`src/spi_baud_pkg.sv`:
```
// Package with register offsets, field positions and reset values.
// Assumes one 8-bit register port with a 3-bit register address.
package spi_baud_pkg;

    // ****************************************************************
    // Register offsets
    // ****************************************************************
    localparam logic [2:0] OFS_CONTROL_ONE = 3'h0;
    localparam logic [2:0] OFS_CONTROL_TWO = 3'h1;
    localparam logic [2:0] OFS_BAUD_CONFIG = 3'h2;
    localparam logic [2:0] OFS_SERIAL_STAT = 3'h3;
    localparam logic [2:0] OFS_DATA_REG    = 3'h4;
    localparam logic [2:0] OFS_EVENT_STAT  = 3'h5;
    localparam logic [2:0] OFS_EVENT_MASK  = 3'h6;

    // ****************************************************************
    // Field positions
    // ****************************************************************
    localparam int BIT_RX_FAULT_IRQ_EN = 7;
    localparam int BIT_SYSTEM_ENABLE   = 6;
    localparam int BIT_TX_IRQ_ENABLE   = 5;
    localparam int BIT_MASTER_SELECT   = 4;
    localparam int BIT_SEL_OUT_ENABLE  = 1;
    localparam int BIT_FAULT_ENABLE    = 4;
    localparam int PRE_SEL_HI          = 6;
    localparam int PRE_SEL_LO          = 4;
    localparam int DIV_SEL_HI          = 2;
    localparam int DIV_SEL_LO          = 0;
    localparam int BIT_RX_FULL         = 7;
    localparam int BIT_TX_EMPTY        = 5;
    localparam int BIT_MODE_FAULT      = 4;
    localparam int EVT_DONE            = 0;
    localparam int EVT_FAULT           = 1;
    localparam int EVT_TX_ROOM         = 2;

    // ****************************************************************
    // Reset values and counts
    // ****************************************************************
    localparam logic [7:0] RST_CONTROL_ONE = 8'h00;
    localparam logic [7:0] RST_CONTROL_TWO = 8'h00;
    localparam logic [7:0] RST_BAUD_CONFIG = 8'h00;
    localparam logic [2:0] RST_EVENTS      = 3'h0;
    localparam logic [4:0] LAST_EDGE       = 5'h0F;
    localparam int         SYNC_WIDTH      = 2;

endpackage : spi_baud_pkg

```
`src/spi_baud_gen.sv`:
```
// Baud prescaler and power-of-two divider for the master bit clock.
// Assumes run_i is held high for the whole transfer.
`timescale 1ns/100ps
module spi_baud_gen (
    // Clock and reset
    input  wire logic       clk_i,
    input  wire logic       nrst_i,
    // Control
    input  wire logic       run_i,
    input  wire logic [2:0] pre_sel_i,
    input  wire logic [2:0] div_sel_i,
    // Half bit period strobe
    output logic            half_tick_o
);
    import spi_baud_pkg::*;

    logic [2:0] pre_cnt_q;
    logic [7:0] div_cnt_q;
    wire        pre_hit;
    wire  [7:0] half_span;
    wire  [7:0] div_last;
    wire        div_hit;

    // The bus clock feeds the prescaler; it wraps after select+1 clocks.
    assign pre_hit   = (pre_cnt_q == pre_sel_i);
    // The divider counts prescaler pulses over half of 2^(select+1).
    assign half_span = 8'h01 << div_sel_i;
    assign div_last  = half_span - 8'h01;
    assign div_hit   = pre_hit && (div_cnt_q == div_last);
    // Each half period toggles the bit clock, so a full bit clock
    // takes prescale times divisor bus clocks.
    assign half_tick_o = run_i && div_hit;

    // Counters hold at zero while idle so each transfer starts clean.
    always_ff @(posedge clk_i or negedge nrst_i) begin
        if (!nrst_i) begin
            pre_cnt_q <= 3'h0;
            div_cnt_q <= 8'h00;
        end else if (!run_i) begin
            pre_cnt_q <= 3'h0;
            div_cnt_q <= 8'h00;
        end else begin
            pre_cnt_q <= pre_hit ? 3'h0 : pre_cnt_q + 3'h1;
            if (pre_hit) begin
                div_cnt_q <= div_hit ? 8'h00 : div_cnt_q + 8'h01;
            end
        end
    end

endmodule : spi_baud_gen

```
`src/spi_baud_top.sv`:
```
// Serial unit top: registers, status flags, interrupts and a master
// shifter clocked by the baud generator.
// Assumes a single-cycle register port on clk_i and asynchronous
// serial pins; slave-side shifting is not built here.
//
// Overview of operation
// - Prescaler divides bus clock by prescale field plus one, bits 6:4.
// - Bus clock drives the prescaler, which drives the divider.
// - Divider field in bits 2:0 selects divide by 2 to 256.
// - Divider output is the master serial bit clock.
// - Baud register is readable and writable at any time.
// - Unused status bits read zero; status writes are ignored.
// - Receive-full flag, bit 7, sets when a transfer completes.
// - Receive-full clears after status read with flag set, then data read.
// - Transmit-empty flag, bit 5, sets when a byte enters the shifter.
// - Transmit-empty clears on armed data write; unarmed writes ignored.
// - Transmit interrupt while transmit-empty and its enable are set.
// - Idle unit loads a written byte, sets transmit-empty in two cycles.
// - At shift end a queued byte reloads; otherwise nothing moves.
// - Mode-fault flag, bit 4, sets when master sees select low.
// - Select pin is a fault input only for master, fault on, output off.
// - Mode-fault clears after status read seeing it, then control-one write.
// - Receive/fault interrupt when either flag and its enable are set.
// - Disable: halt, empty buffers, clear receive-full, set transmit-empty.
`timescale 1ns/100ps
module spi_baud_top (
    // Clock and reset
    input  wire logic       clk_i,
    input  wire logic       nrst_i,
    // Register port
    input  wire logic [2:0] addr_i,
    input  wire logic [7:0] wdata_i,
    input  wire logic       wr_i,
    input  wire logic       rd_i,
    output logic      [7:0] rdata_o,
    // Serial pins
    input  wire logic       miso_i,
    input  wire logic       ss_n_i,
    output logic            sclk_o,
    output logic            mosi_o,
    // Interrupts
    output logic            tx_irq_o,
    output logic            rx_fault_irq_o,
    output logic            event_irq_o
);
    import spi_baud_pkg::*;

    // ****************************************************************
    // State and storage
    // ****************************************************************
    typedef enum logic [1:0] {
        ST_IDLE  = 2'b01,
        ST_SHIFT = 2'b10
    } shift_state_type;

    shift_state_type state_q;
    shift_state_type state_d;
    logic [7:0] control_one_q;
    logic [7:0] control_two_q;
    logic [7:0] baud_config_q;
    logic [7:0] tx_buf_q;
    logic [7:0] rx_buf_q;
    logic [7:0] shift_q;
    logic [4:0] edge_cnt_q;
    logic       sample_q;
    logic       sclk_q;
    logic       tx_empty_flag_q;
    logic       rx_full_flag_q;
    logic       mode_fault_flag_q;
    logic       arm_rx_q;
    logic       arm_tx_q;
    logic       arm_fault_q;
    logic [2:0] event_stat_q;
    logic [2:0] event_mask_q;
    logic [7:0] rdata_q;
    logic       tx_irq_q;
    logic       rx_fault_irq_q;
    logic       event_irq_q;
    logic [SYNC_WIDTH-1:0] pin_sync;
    logic       half_tick;

    // ****************************************************************
    // Decoding
    // ****************************************************************
    wire sel_c1   = (addr_i == OFS_CONTROL_ONE);
    wire sel_c2   = (addr_i == OFS_CONTROL_TWO);
    wire sel_baud = (addr_i == OFS_BAUD_CONFIG);
    wire sel_stat = (addr_i == OFS_SERIAL_STAT);
    wire sel_data = (addr_i == OFS_DATA_REG);
    wire sel_evt  = (addr_i == OFS_EVENT_STAT);
    wire sel_mask = (addr_i == OFS_EVENT_MASK);

    wire sys_on      = control_one_q[BIT_SYSTEM_ENABLE];
    wire is_master   = control_one_q[BIT_MASTER_SELECT];
    wire sel_out_en  = control_one_q[BIT_SEL_OUT_ENABLE];
    wire fault_en    = control_two_q[BIT_FAULT_ENABLE];
    wire miso_s      = pin_sync[0];
    wire ss_n_s      = pin_sync[1];

    wire stat_rd     = rd_i && sel_stat;
    wire data_rd     = rd_i && sel_data;
    wire data_wr     = wr_i && sel_data;
    wire c1_wr       = wr_i && sel_c1;

    // A data write counts only after an armed status read.
    wire tx_accept   = data_wr && arm_tx_q && tx_empty_flag_q;
    wire buf_full    = !tx_empty_flag_q;
    wire shift_idle  = (state_q == ST_IDLE);
    // The shifter takes the buffer when idle, or right at shift end.
    wire last_edge   = (state_q == ST_SHIFT) && half_tick
                       && (edge_cnt_q == LAST_EDGE);
    wire xfer_done   = sys_on && last_edge;
    wire load_idle   = sys_on && is_master && shift_idle && buf_full;
    wire load_chain  = xfer_done && buf_full;
    wire load_shift  = load_idle || load_chain;
    wire [7:0] rx_byte_w = {shift_q[6:0], sample_q};

    // The select pin acts as fault input in one configuration only.
    wire fault_mode  = is_master && fault_en && !sel_out_en;
    wire fault_hit   = sys_on && fault_mode && !ss_n_s;

    wire tx_room_evt = load_shift;
    wire [2:0] evt_set = {tx_room_evt, fault_hit, xfer_done};

    wire [7:0] stat_word = {rx_full_flag_q, 1'b0, tx_empty_flag_q,
                            mode_fault_flag_q, 4'h0};

    // Read selection; unmapped offsets read as zero.
    wire [7:0] rd_mux =
        sel_c1   ? control_one_q :
        sel_c2   ? control_two_q :
        sel_baud ? baud_config_q :
        sel_stat ? stat_word :
        sel_data ? rx_buf_q :
        sel_evt  ? {5'h00, event_stat_q} :
        sel_mask ? {5'h00, event_mask_q} : 8'h00;

    // ****************************************************************
    // Pin synchroniser and baud generator
    // ****************************************************************
    spi_sync2 u_sync (
        .clk_i  (clk_i),
        .nrst_i (nrst_i),
        .raw_i  ({ss_n_i, miso_i}),
        .sync_o (pin_sync)
    );

    spi_baud_gen u_baud (
        .clk_i       (clk_i),
        .nrst_i      (nrst_i),
        .run_i       (state_q == ST_SHIFT),
        .pre_sel_i   (baud_config_q[PRE_SEL_HI:PRE_SEL_LO]),
        .div_sel_i   (baud_config_q[DIV_SEL_HI:DIV_SEL_LO]),
        .half_tick_o (half_tick)
    );

    // ****************************************************************
    // Control registers
    // ****************************************************************
    // Baud register has no interlock with the shifter; a change in
    // mid-transfer simply alters the remaining bit times.
    always_ff @(posedge clk_i or negedge nrst_i) begin
        if (!nrst_i) begin
            control_one_q <= RST_CONTROL_ONE;
            control_two_q <= RST_CONTROL_TWO;
            baud_config_q <= RST_BAUD_CONFIG;
            event_mask_q  <= RST_EVENTS;
        end else if (wr_i) begin
            if (sel_c1) control_one_q <= wdata_i;
            if (sel_c2) control_two_q <= wdata_i;
            if (sel_baud) baud_config_q <= wdata_i & 8'h77;
            if (sel_mask) event_mask_q <= wdata_i[2:0];
        end
    end

    // ****************************************************************
    // Shifter state machine
    // ****************************************************************
    always_comb begin
        state_d = state_q;
        case (state_q)
            ST_IDLE: begin
                if (load_idle) state_d = ST_SHIFT;
            end
            ST_SHIFT: begin
                if (last_edge && !buf_full) state_d = ST_IDLE;
            end
            default: state_d = ST_IDLE;
        endcase
        if (!sys_on) state_d = ST_IDLE;
    end

    // Bit clock idles low; sample on the rising half, shift on falling.
    always_ff @(posedge clk_i or negedge nrst_i) begin
        if (!nrst_i) begin
            state_q    <= ST_IDLE;
            shift_q    <= 8'h00;
            edge_cnt_q <= 5'h00;
            sample_q   <= 1'b0;
            sclk_q     <= 1'b0;
        end else begin
            state_q <= state_d;
            if (!sys_on || load_shift) begin
                shift_q    <= sys_on ? tx_buf_q : 8'h00;
                edge_cnt_q <= 5'h00;
                sclk_q     <= 1'b0;
            end else if (state_q == ST_SHIFT && half_tick) begin
                edge_cnt_q <= edge_cnt_q + 5'h01;
                sclk_q     <= !sclk_q;
                if (!sclk_q) sample_q <= miso_s;
                else shift_q <= rx_byte_w;
            end
        end
    end

    // ****************************************************************
    // Buffers and flags
    // ****************************************************************
    // A receive overrun overwrites silently; there is no overrun flag.
    always_ff @(posedge clk_i or negedge nrst_i) begin
        if (!nrst_i) begin
            tx_buf_q <= 8'h00;
            rx_buf_q <= 8'h00;
        end else if (!sys_on) begin
            tx_buf_q <= 8'h00;
            rx_buf_q <= 8'h00;
        end else begin
            if (tx_accept) tx_buf_q <= wdata_i;
            if (xfer_done) rx_buf_q <= rx_byte_w;
        end
    end

    // Sets win over the software clear sequences in the same cycle.
    always_ff @(posedge clk_i or negedge nrst_i) begin
        if (!nrst_i) begin
            tx_empty_flag_q   <= 1'b1;
            rx_full_flag_q    <= 1'b0;
            mode_fault_flag_q <= 1'b0;
        end else begin
            if (!sys_on) tx_empty_flag_q <= 1'b1;
            else if (load_shift) tx_empty_flag_q <= 1'b1;
            else if (tx_accept) tx_empty_flag_q <= 1'b0;
            if (!sys_on) rx_full_flag_q <= 1'b0;
            else if (xfer_done) rx_full_flag_q <= 1'b1;
            else if (data_rd && arm_rx_q) rx_full_flag_q <= 1'b0;
            if (fault_hit) mode_fault_flag_q <= 1'b1;
            else if (c1_wr && arm_fault_q) mode_fault_flag_q <= 1'b0;
        end
    end

    // Arming bits remember a status read that saw the flag set.
    always_ff @(posedge clk_i or negedge nrst_i) begin
        if (!nrst_i) begin
            arm_rx_q    <= 1'b0;
            arm_tx_q    <= 1'b0;
            arm_fault_q <= 1'b0;
        end else begin
            if (stat_rd) arm_rx_q <= rx_full_flag_q;
            else if (data_rd || !rx_full_flag_q) arm_rx_q <= 1'b0;
            if (stat_rd) arm_tx_q <= tx_empty_flag_q;
            else if (data_wr || !tx_empty_flag_q) arm_tx_q <= 1'b0;
            if (stat_rd) arm_fault_q <= mode_fault_flag_q;
            else if (c1_wr || !mode_fault_flag_q) arm_fault_q <= 1'b0;
        end
    end

    // ****************************************************************
    // Read port and interrupts
    // ****************************************************************
    // Events are sticky, write one to clear; a new event wins.
    always_ff @(posedge clk_i or negedge nrst_i) begin
        if (!nrst_i) begin
            event_stat_q   <= RST_EVENTS;
            rdata_q        <= 8'h00;
            tx_irq_q       <= 1'b0;
            rx_fault_irq_q <= 1'b0;
            event_irq_q    <= 1'b0;
        end else begin
            event_stat_q <= evt_set | (event_stat_q
                            & ~((wr_i && sel_evt) ? wdata_i[2:0] : 3'h0));
            rdata_q <= rd_i ? rd_mux : 8'h00;
            tx_irq_q <= tx_empty_flag_q
                        && control_one_q[BIT_TX_IRQ_ENABLE];
            rx_fault_irq_q <= (rx_full_flag_q || mode_fault_flag_q)
                        && control_one_q[BIT_RX_FAULT_IRQ_EN];
            event_irq_q <= |(event_stat_q & event_mask_q);
        end
    end

    assign rdata_o        = rdata_q;
    assign sclk_o         = sclk_q;
    assign mosi_o         = shift_q[7];
    assign tx_irq_o       = tx_irq_q;
    assign rx_fault_irq_o = rx_fault_irq_q;
    assign event_irq_o    = event_irq_q;
endmodule : spi_baud_top

```
`src/spi_sync2.sv`:
```
// Two-stage synchroniser for the pins that enter from outside.
// Assumes the inputs are asynchronous levels; pulses shorter than a
// clock may be missed.
`timescale 1ns/100ps
module spi_sync2 (
    // Clock and reset
    input  wire logic                              clk_i,
    input  wire logic                              nrst_i,
    // Raw and synchronised levels
    input  wire logic [spi_baud_pkg::SYNC_WIDTH-1:0] raw_i,
    output logic      [spi_baud_pkg::SYNC_WIDTH-1:0] sync_o
);
    import spi_baud_pkg::*;

    logic [SYNC_WIDTH-1:0] meta_q;

    // One pair of flops per bit; the first stage feeds only the second.
    for (genvar g = 0; g < SYNC_WIDTH; g++) begin : g_bit
        always_ff @(posedge clk_i or negedge nrst_i) begin
            if (!nrst_i) begin
                meta_q[g] <= 1'b1;
                sync_o[g] <= 1'b1;
            end else begin
                meta_q[g] <= raw_i[g];
                sync_o[g] <= meta_q[g];
            end
        end
    end

endmodule : spi_sync2

```
`config.mk`:
```
export PLATFORM = sky130hd
export DESIGN_NAME = spi_baud_top
export DESIGN_NICKNAME = d
export VERILOG_FILES = /design/src/spi_baud_pkg.sv /design/src/spi_baud_gen.sv /design/src/spi_baud_top.sv /design/src/spi_sync2.sv
export SDC_FILE = /design/constraint.sdc
export NUM_CORES = 1
export LEC_CHECK = 0
export ABC_AREA = 1
export BUFFER_PORTS_ARGS = -buffer_cell sky130_fd_sc_hd__buf_4
export CAP_MARGIN = 10
export CORE_MARGIN = 5
export CORE_UTILIZATION = 60
export DETAILED_ROUTE_END_ITERATION = 10
export PLACE_DENSITY = 0.79
export SETUP_SLACK_MARGIN = 0.3
export SLEW_MARGIN = 5
export SYNTH_ARGS = -nofsm -noshare
export SYNTH_HDL_FRONTEND = slang
export SYNTH_SLANG_ARGS = --single-unit
```
`constraint.sdc`:
```
create_clock -name clk_i -period 2.4 [get_ports clk_i]
set_input_delay 0.24 -clock clk_i [delete_from_list [all_inputs] [get_ports clk_i]]
set_output_delay 0.24 -clock clk_i [all_outputs]
set_load 0.02 [all_outputs]
```
# Yosys cells after proc, flatten, opt, wreduce, memory -nomap -nowiden
# Index checks and enable logic that the tools add are counted.
word_totals:
  ff_bits: 93
  in_bits: 17
  output_inout_bits: 13
  elab_cells: 154
op_classes:
  n_addsub: 4
  eq_ne: 18
  n_shift: 1
  n_mux: 44
  n_bitwise: 6
  reduce_logical: 53
op_table:
  columns: ["op", "count"]
  rows:
  - ["8-bit 2-to-1 mux", 17]
  - ["1-bit logical AND", 25]
  - ["1-bit 2-to-1 mux", 16]
  - ["3-bit 2-to-1 mux", 5]
  - ["2-bit AND reduction", 6]
  - ["2-bit nonzero test", 6]
  - ["5-bit 2-to-1 mux", 2]
  - ["3-bit == test (second input constant)", 3]
  - ["8-bit by 1-bit adder with 8-bit output (second input constant)", 1]
  - ["8-bit == test", 1]
  - ["1-bit by 3-bit left shift with 8-bit output (first input constant)", 1]
  - ["8-bit by 1-bit subtractor with 8-bit output (second input constant)", 1]
  - ["1-bit logical NOT", 7]
  - ["3-bit AND", 2]
  - ["3-bit by 2-bit == test with 1-bit output (second input constant)", 2]
  - ["1-bit logical OR", 6]
  - ["2-bit 2-to-1 mux", 3]
  - ["3-bit by 1-bit inequality test with 1-bit output (second input constant)", 2]
  - ["5-bit by 1-bit adder with 5-bit output (second input constant)", 1]
  - ["5-bit by 4-bit == test with 1-bit output (second input constant)", 1]
  - ["2-bit by 1-bit inequality test with 1-bit output (second input constant)", 2]
  - ["2-bit one-hot mux with 2 select lines", 1]
  - ["3-bit by 1-bit adder with 3-bit output (second input constant)", 1]
  - ["3-bit by 1-bit == test with 1-bit output (second input constant)", 1]
  - ["12 further kinds", 13]

# Depth between registers and ports, before layout
depth:
  depth_word: 13
  mapped_depth: 16
  mapped_depth_nobuf: 15

# Cells and area by module
# A second synthesis with hierarchy kept.
hier_totals:
  cells_unflattened: 547
  hier_area_um2: 4615.7
by_module_without_submodules:
  columns: ["mod", "instances", "cells_per_inst", "area_per_inst_um2", "seq_area_each_um2"]
  rows:
  - ["spi_baud_top", 1, 405, 3656.0, 1954.4]
  - ["spi_baud_gen", 1, 138, 854.6, 275.3]
  - ["spi_sync2", 1, 4, 105.1, 105.1]

# Worst setup path after synthesis
# No wires, ideal clock.
synth_timing:
  path_type: "reg2reg"
  start: "register baud_config_q[2]"
  end: "register shift_q[0]"
  setup_time_ns: 0.122
  t_arrival_ns: 1.689
  required_ns: 2.278
  setup_slack_ns: 0.589
  stages_incl_launch_ff: 15
  n_path_buf: 2
  synth_period_minus_slack_ns: 1.811
  path_cell_list: "dfrtp_1 buf_6 nor2_2 nand2_1 nand2_1 nand2_1 nor2_1 nand2_2 nor2_4 nand4_4 nand2_4 nand2_4 buf_6 o2111ai_1 nand2_1"
synth_between:
  elab_chain_len: 13
  elab_cells_between_ends: 15
  classes_between: "1 x add/sub; 1 x eq/ne; 1 x shift; 1 x mux; 11 x reduce/logical"
synth_rtl:
  columns: ["element", "line", "source"]
  rows:
  - ["from (decl)", "spi_baud_top.sv:60", "logic [7:0] baud_config_q;"]
  - ["from (signal assigned)", "spi_baud_top.sv:171", "if (sel_baud) baud_config_q <= wdata_i & 8'h77;"]
  - ["1-bit by 3-bit left shift with 8-bit output *", "spi_baud_gen.sv:27", "assign half_span = 8'h01 << div_sel_i;"]
  - ["8-bit by 1-bit subtractor with 8-bit output *", "spi_baud_gen.sv:28", "assign div_last = half_span - 8'h01;"]
  - ["8-bit == test *", "spi_baud_gen.sv:29", "assign div_hit = pre_hit && (div_cnt_q == div_last);"]
  - ["1-bit logical AND *", "spi_baud_gen.sv:29", null]
  - ["1-bit logical AND *", "spi_baud_gen.sv:32", "assign half_tick_o = run_i && div_hit;"]
  - ["1-bit logical AND *", "spi_baud_top.sv:110, spi_baud_top.sv:207", null]
  - ["1-bit logical AND", "spi_baud_top.sv:111", "&& (edge_cnt_q == LAST_EDGE);"]
  - ["1-bit logical AND", "spi_baud_top.sv:112", "wire xfer_done = sys_on && last_edge;"]
  - ["1-bit logical AND", "spi_baud_top.sv:114", "wire load_chain = xfer_done && buf_full;"]
  - ["1-bit logical OR", "spi_baud_top.sv:115", "wire load_shift = load_idle || load_chain;"]
  - ["1-bit logical OR", "spi_baud_top.sv:203", "if (!sys_on || load_shift) begin"]
  - ["2-bit nonzero test (no source line)", null, null]
  - ["2-bit AND reduction (no source line)", null, null]
  - ["to (signal assigned)", "spi_baud_top.sv:204", "shift_q <= sys_on ? tx_buf_q : 8'h00;"]
  - ["to (signal assigned)", "spi_baud_top.sv:211", "else shift_q <= rx_byte_w;"]
  - ["to (decl)", "spi_baud_top.sv:63", "logic [7:0] shift_q;"]
# Every way passes the cells marked *; elsewhere a longest branch is shown, timed or not.
# A chain may end at the register's enable or synchronous reset.

# Final worst setup path
layout_timing:
  start: "register baud_config_q[5]"
  end: "register state_q[1]"
layout_between:
  elab_chain_len: 8
layout_rtl:
  columns: ["element", "line", "source"]
  rows:
  - ["3-bit == test", "spi_baud_gen.sv:25", "assign pre_hit = (pre_cnt_q == pre_sel_i);"]
  - ["1-bit logical AND", "spi_baud_gen.sv:29", null]
  - ["1-bit logical AND", "spi_baud_gen.sv:32", null]
  - ["1-bit logical AND", "spi_baud_top.sv:110", "wire last_edge = (state_q == ST_SHIFT) && half_tick"]
  - ["1-bit logical AND", "spi_baud_top.sv:111", null]
  - ["1-bit logical AND", "spi_baud_top.sv:186", "if (last_edge && !buf_full) state_d = ST_IDLE;"]
  - ["3-bit inequality test (no source line)", null, null]
  - ["2-bit AND reduction (no source line)", null, null]
  - ["to (signal assigned)", "spi_baud_top.sv:202", "state_q <= state_d;"]
  - ["to (decl)", "spi_baud_top.sv:56", "shift_state_type state_q;"]
# No other way between the ends.

==> impl_metrics.ini <==
[power]
seq_power_share_pct = 50.3
power_frac_clock_pct = 34.9
p_switching_mw = 0.9930
swShare_pct = 27.52
ir_drop_uv = 341.0
powerDensity_mw_per_mm2 = 710.4
combPwrFrac_pct = 14.8
p_int_mw = 2.615
leakage_nw = 2.476

[yosys]
netlist_area_mm2 = 0.004318
syn_area_per_cell_um2 = 8.741
synthFlopType = dfrtp_1
synth_top_area_share_pct = 50.42
ys_ff_latch = 93
synth_cell_types = 36
ys_warn_count = 0
synth_cells = 494
yosysTopAreaCell = dfrtp_1
ys_top_cells_by_count = nand2_1 (117), dfrtp_1 (87), inv_1 (54), o21ai_0 (52), nand3_1 (38)
synth_edf_count = 0
ys_async_sr_fraction_pct = 100.0
yosysMostFrequentCell = nand2_1
syn_nets = 515
yosysSeqAreaShare_pct = 54.07
synth_area_leaders = dfrtp_1 (50%), nand2_1 (10%), o21ai_0 (6.0%), inv_1 (4.7%), nand3_1 (4.4%)

[floorplanning]
die_h_um = 94.83
die_w_um = 94.83
start_util_pct = 60.50
num_rows = 31
pin_count = 30
die_area_mm2 = 0.008993
core-area_mm2 = 0.007137

[clock_network]
ctsLongestPathBuffers = 2
cts.sinks = 93
root_buffer = clkbuf_8
cts_inserted_buffers = 9
tritoncts = done
h-tree-depth = 3
clkSlewWorstSetupHoldPaths_ns = 0.09
clk_latency_ns = 0.36

[route]
wirelength_um = 10440
antenna_left = 0
drtIter0Drc = 290
dr.pass1.iters = 5
vias_per_cell = 5.803
drc_errors = 0
wl_per_cell_um = 16.21
vias = 3737

[timing]
clock.fmax_ghz = 0.4757
finalClockSkew_ns = 0.006978
worst_pin_slew_ns = 0.7176
rsz0062_at_grt = true
period_share_pct = 87.60
setup_viol = 0
tns_ns = 0
finalCriticalPeriod_ns = 2.102
slew_headroom_pct = 52.11
hold_viol_final = 0
report.final.slew_viol_count = 0

[job]
drv_cap = 0

[setup_path]
path_cells = xnor2_1 > nand2_1 > nor2_2 > nand3_1 > nor2_4 > nand2_4 > nor2_4 > nand2_1 > a31oi_1 > inv_1
worstSetupPathType = flop to flop
end_kind = flop
slowest_delay_ns = 0.43
crit_required_ns = 2.65
arrival_ns = 2.35
cpMaxStageDelayCell = dfrtp_1
path_max_fanout = 16
start_kind = flop

[global_route]
overflow = 0
grt_first_pass_wirelength_um = 16730
grt_max_degree = 52
gr-usage-all-layers_pct = 24.13
grt_pass1_vias = 3460
antenna_found_initial = 0

[run_status]
outcome = completed

[finish]
num_antenna_cells = 0
drive_gt1_share_pct = 16.33
nFillCells = 579
nets = 561
final_cell_area_mm2 = 0.005079
area_growth_syn_to_layout_pct = 17.62

[placed_design]
gp_congestion = 0.9718
port_buffers = 29
placed_area_mm2 = 0.004652
dpl.hpwl_um = 7170

[hold_path]
hp-class = input port to flop
## cell usage in the layout (no fill, tap or decap), types with 4 or more instances in the layout
cell / synthesis / routed
a21oi_1: 26 / 25
a221oi_1: 5 / 5
a31oi_1: 4 / 4
buf_4: 0 / 40
clkbuf_8: 0 / 10
dfrtp_1: 87 / 85
dfstp_2: 6 / 6
ha_1: 4 / 4
inv_1: 54 / 54
nand2_1: 117 / 117
nand2_4: 3 / 4
nand3_1: 38 / 37
nor2_1: 30 / 29
o2111ai_1: 8 / 8
o21ai_0: 52 / 52
o22ai_1: 4 / 4
o31ai_1: 5 / 5
xor2_1: 7 / 7
## sequential cells by signal (all words and copies together) (netlist names), 2 cells and up
name and cells:
edge_cnt_q 5, baud_config_q 6, control_one_q 8, u_sync.sync_o 2, control_two_q 8, event_stat_q 3, tx_buf_q 8, shift_q 8
u_baud.div_cnt_q 8, u_sync.meta_q 2, event_mask_q 3, rx_buf_q 8, u_baud.pre_cnt_q 3, rdata_o 8, state_q 2
## critical path, delay by kind of cell, from the launching register on
family	cells	cell delay (ns)
simple gates	7	1.06
flops	1	0.43
xor+xnor	1	0.22
compound gates	1	0.21
buf+inv	1	0.07
## power by group through the flow
stage | Sequential (mW) | Clock, mW | Combinational, mW
final | 1.81 | 1.26 | 0.535
after global routing | 1.83 | 1.35 | 0.598
after CTS | 1.81 | 1.28 | 0.498
after detailed placement | 1.84 | 0 | 0.485
after global placement | 1.83 | 0 | 0.466
after floorplan | 1.83 | 0 | 0.306
## worst paths after layout
check                                             start                     endpoint  slack (ns)  cells after the start
max reg2reg                baud_config_q[5]$_DFFE_PN0P_       state_q[1]$_DFFE_PN0P_        0.30                     10
max                        baud_config_q[5]$_DFFE_PN0P_       state_q[1]$_DFFE_PN0P_        0.30                     10
max in group asynchronous                        nrst_i  tx_empty_flag_q$_DFFE_PN1P_        1.27                      3
min                                                rd_i         rdata_o[1]$_DFF_PN0_        0.18                      3
min reg2reg                  u_sync.meta_q[1]$_DFF_PN1_   u_sync.sync_o[1]$_DFF_PN1_        0.36                      0
min in group asynchronous                        nrst_i  event_mask_q[0]$_DFFE_PN0P_        0.40                      2
## logic make-up after synthesis
kind of cell             after synthesis  synth area share [%]
AND/OR/NAND/NOR                      205                 21.33
adder cells (fa/ha/maj)                4                 1.159
flip-flops                            93                 54.07
buffers and inverters                 71                 6.549
XOR/XNOR                               9                 1.826
AO/OA/AOI/OAI                        112                 15.07
## through the flow
| stage | std cells | utilization (%) | power, mW | hold slack, ns | worst slack, ns |
|---|---|---|---|---|---|
| 2_1_floorplan | 494 | - | 2.137 | -0.05559 | 0.5885 |
| 3_3_place_gp | 614 | 65.18 | 2.300 | 0.2649 | 0.3565 |
| 3_5_place_dp | 614 | 65.18 | 2.324 | 0.2663 | 0.2402 |
| 4_1_cts | 633 | 69.34 | 3.590 | 0.1699 | 0.3088 |
| 5_1_grt | 644 | 71.16 | 3.776 | 0.1908 | 0.2040 |
| 6_report | 644 | 71.16 | 3.608 | 0.1828 | 0.2977 |
## layout make-up
type / instances / area, um2 / share of cell area [%]
clock buffers: 10 / 137.6 / 2.710
inverters: 56 / 210.2 / 4.139
well taps: 99 / 123.9 / 2.439
flip-flops and latches: 93 / 2337 / 46.02
repair buffers: 47 / 384.1 / 7.563
clock inverters: 6 / 110.1 / 2.168
multi-input cells: 333 / 1775 / 34.96
## metal layers
metal  up-vias  track usage [%]  wire length, um
li1       1734                -                -
met2       169            37.29             4914
met4         0            11.06              332
met5         -                0                0
met3        35            4.781              730
met1      1799            32.95             4461
## repair_timing
| action | CTS | global route |
|---|---|---|
| setup buffers | 0 | 8 |
| endpoints found under the hold margin | 42 | 0 |
| cloned | 0 | 3 |
| pin swaps | 1 | 5 |
| hold buffers | 3 | 0 |
| setup endpoints to repair | 17 | 25 |
| resized for setup | 3 | 11 |
No activity file was read; power rests on OpenSTA's default activity.
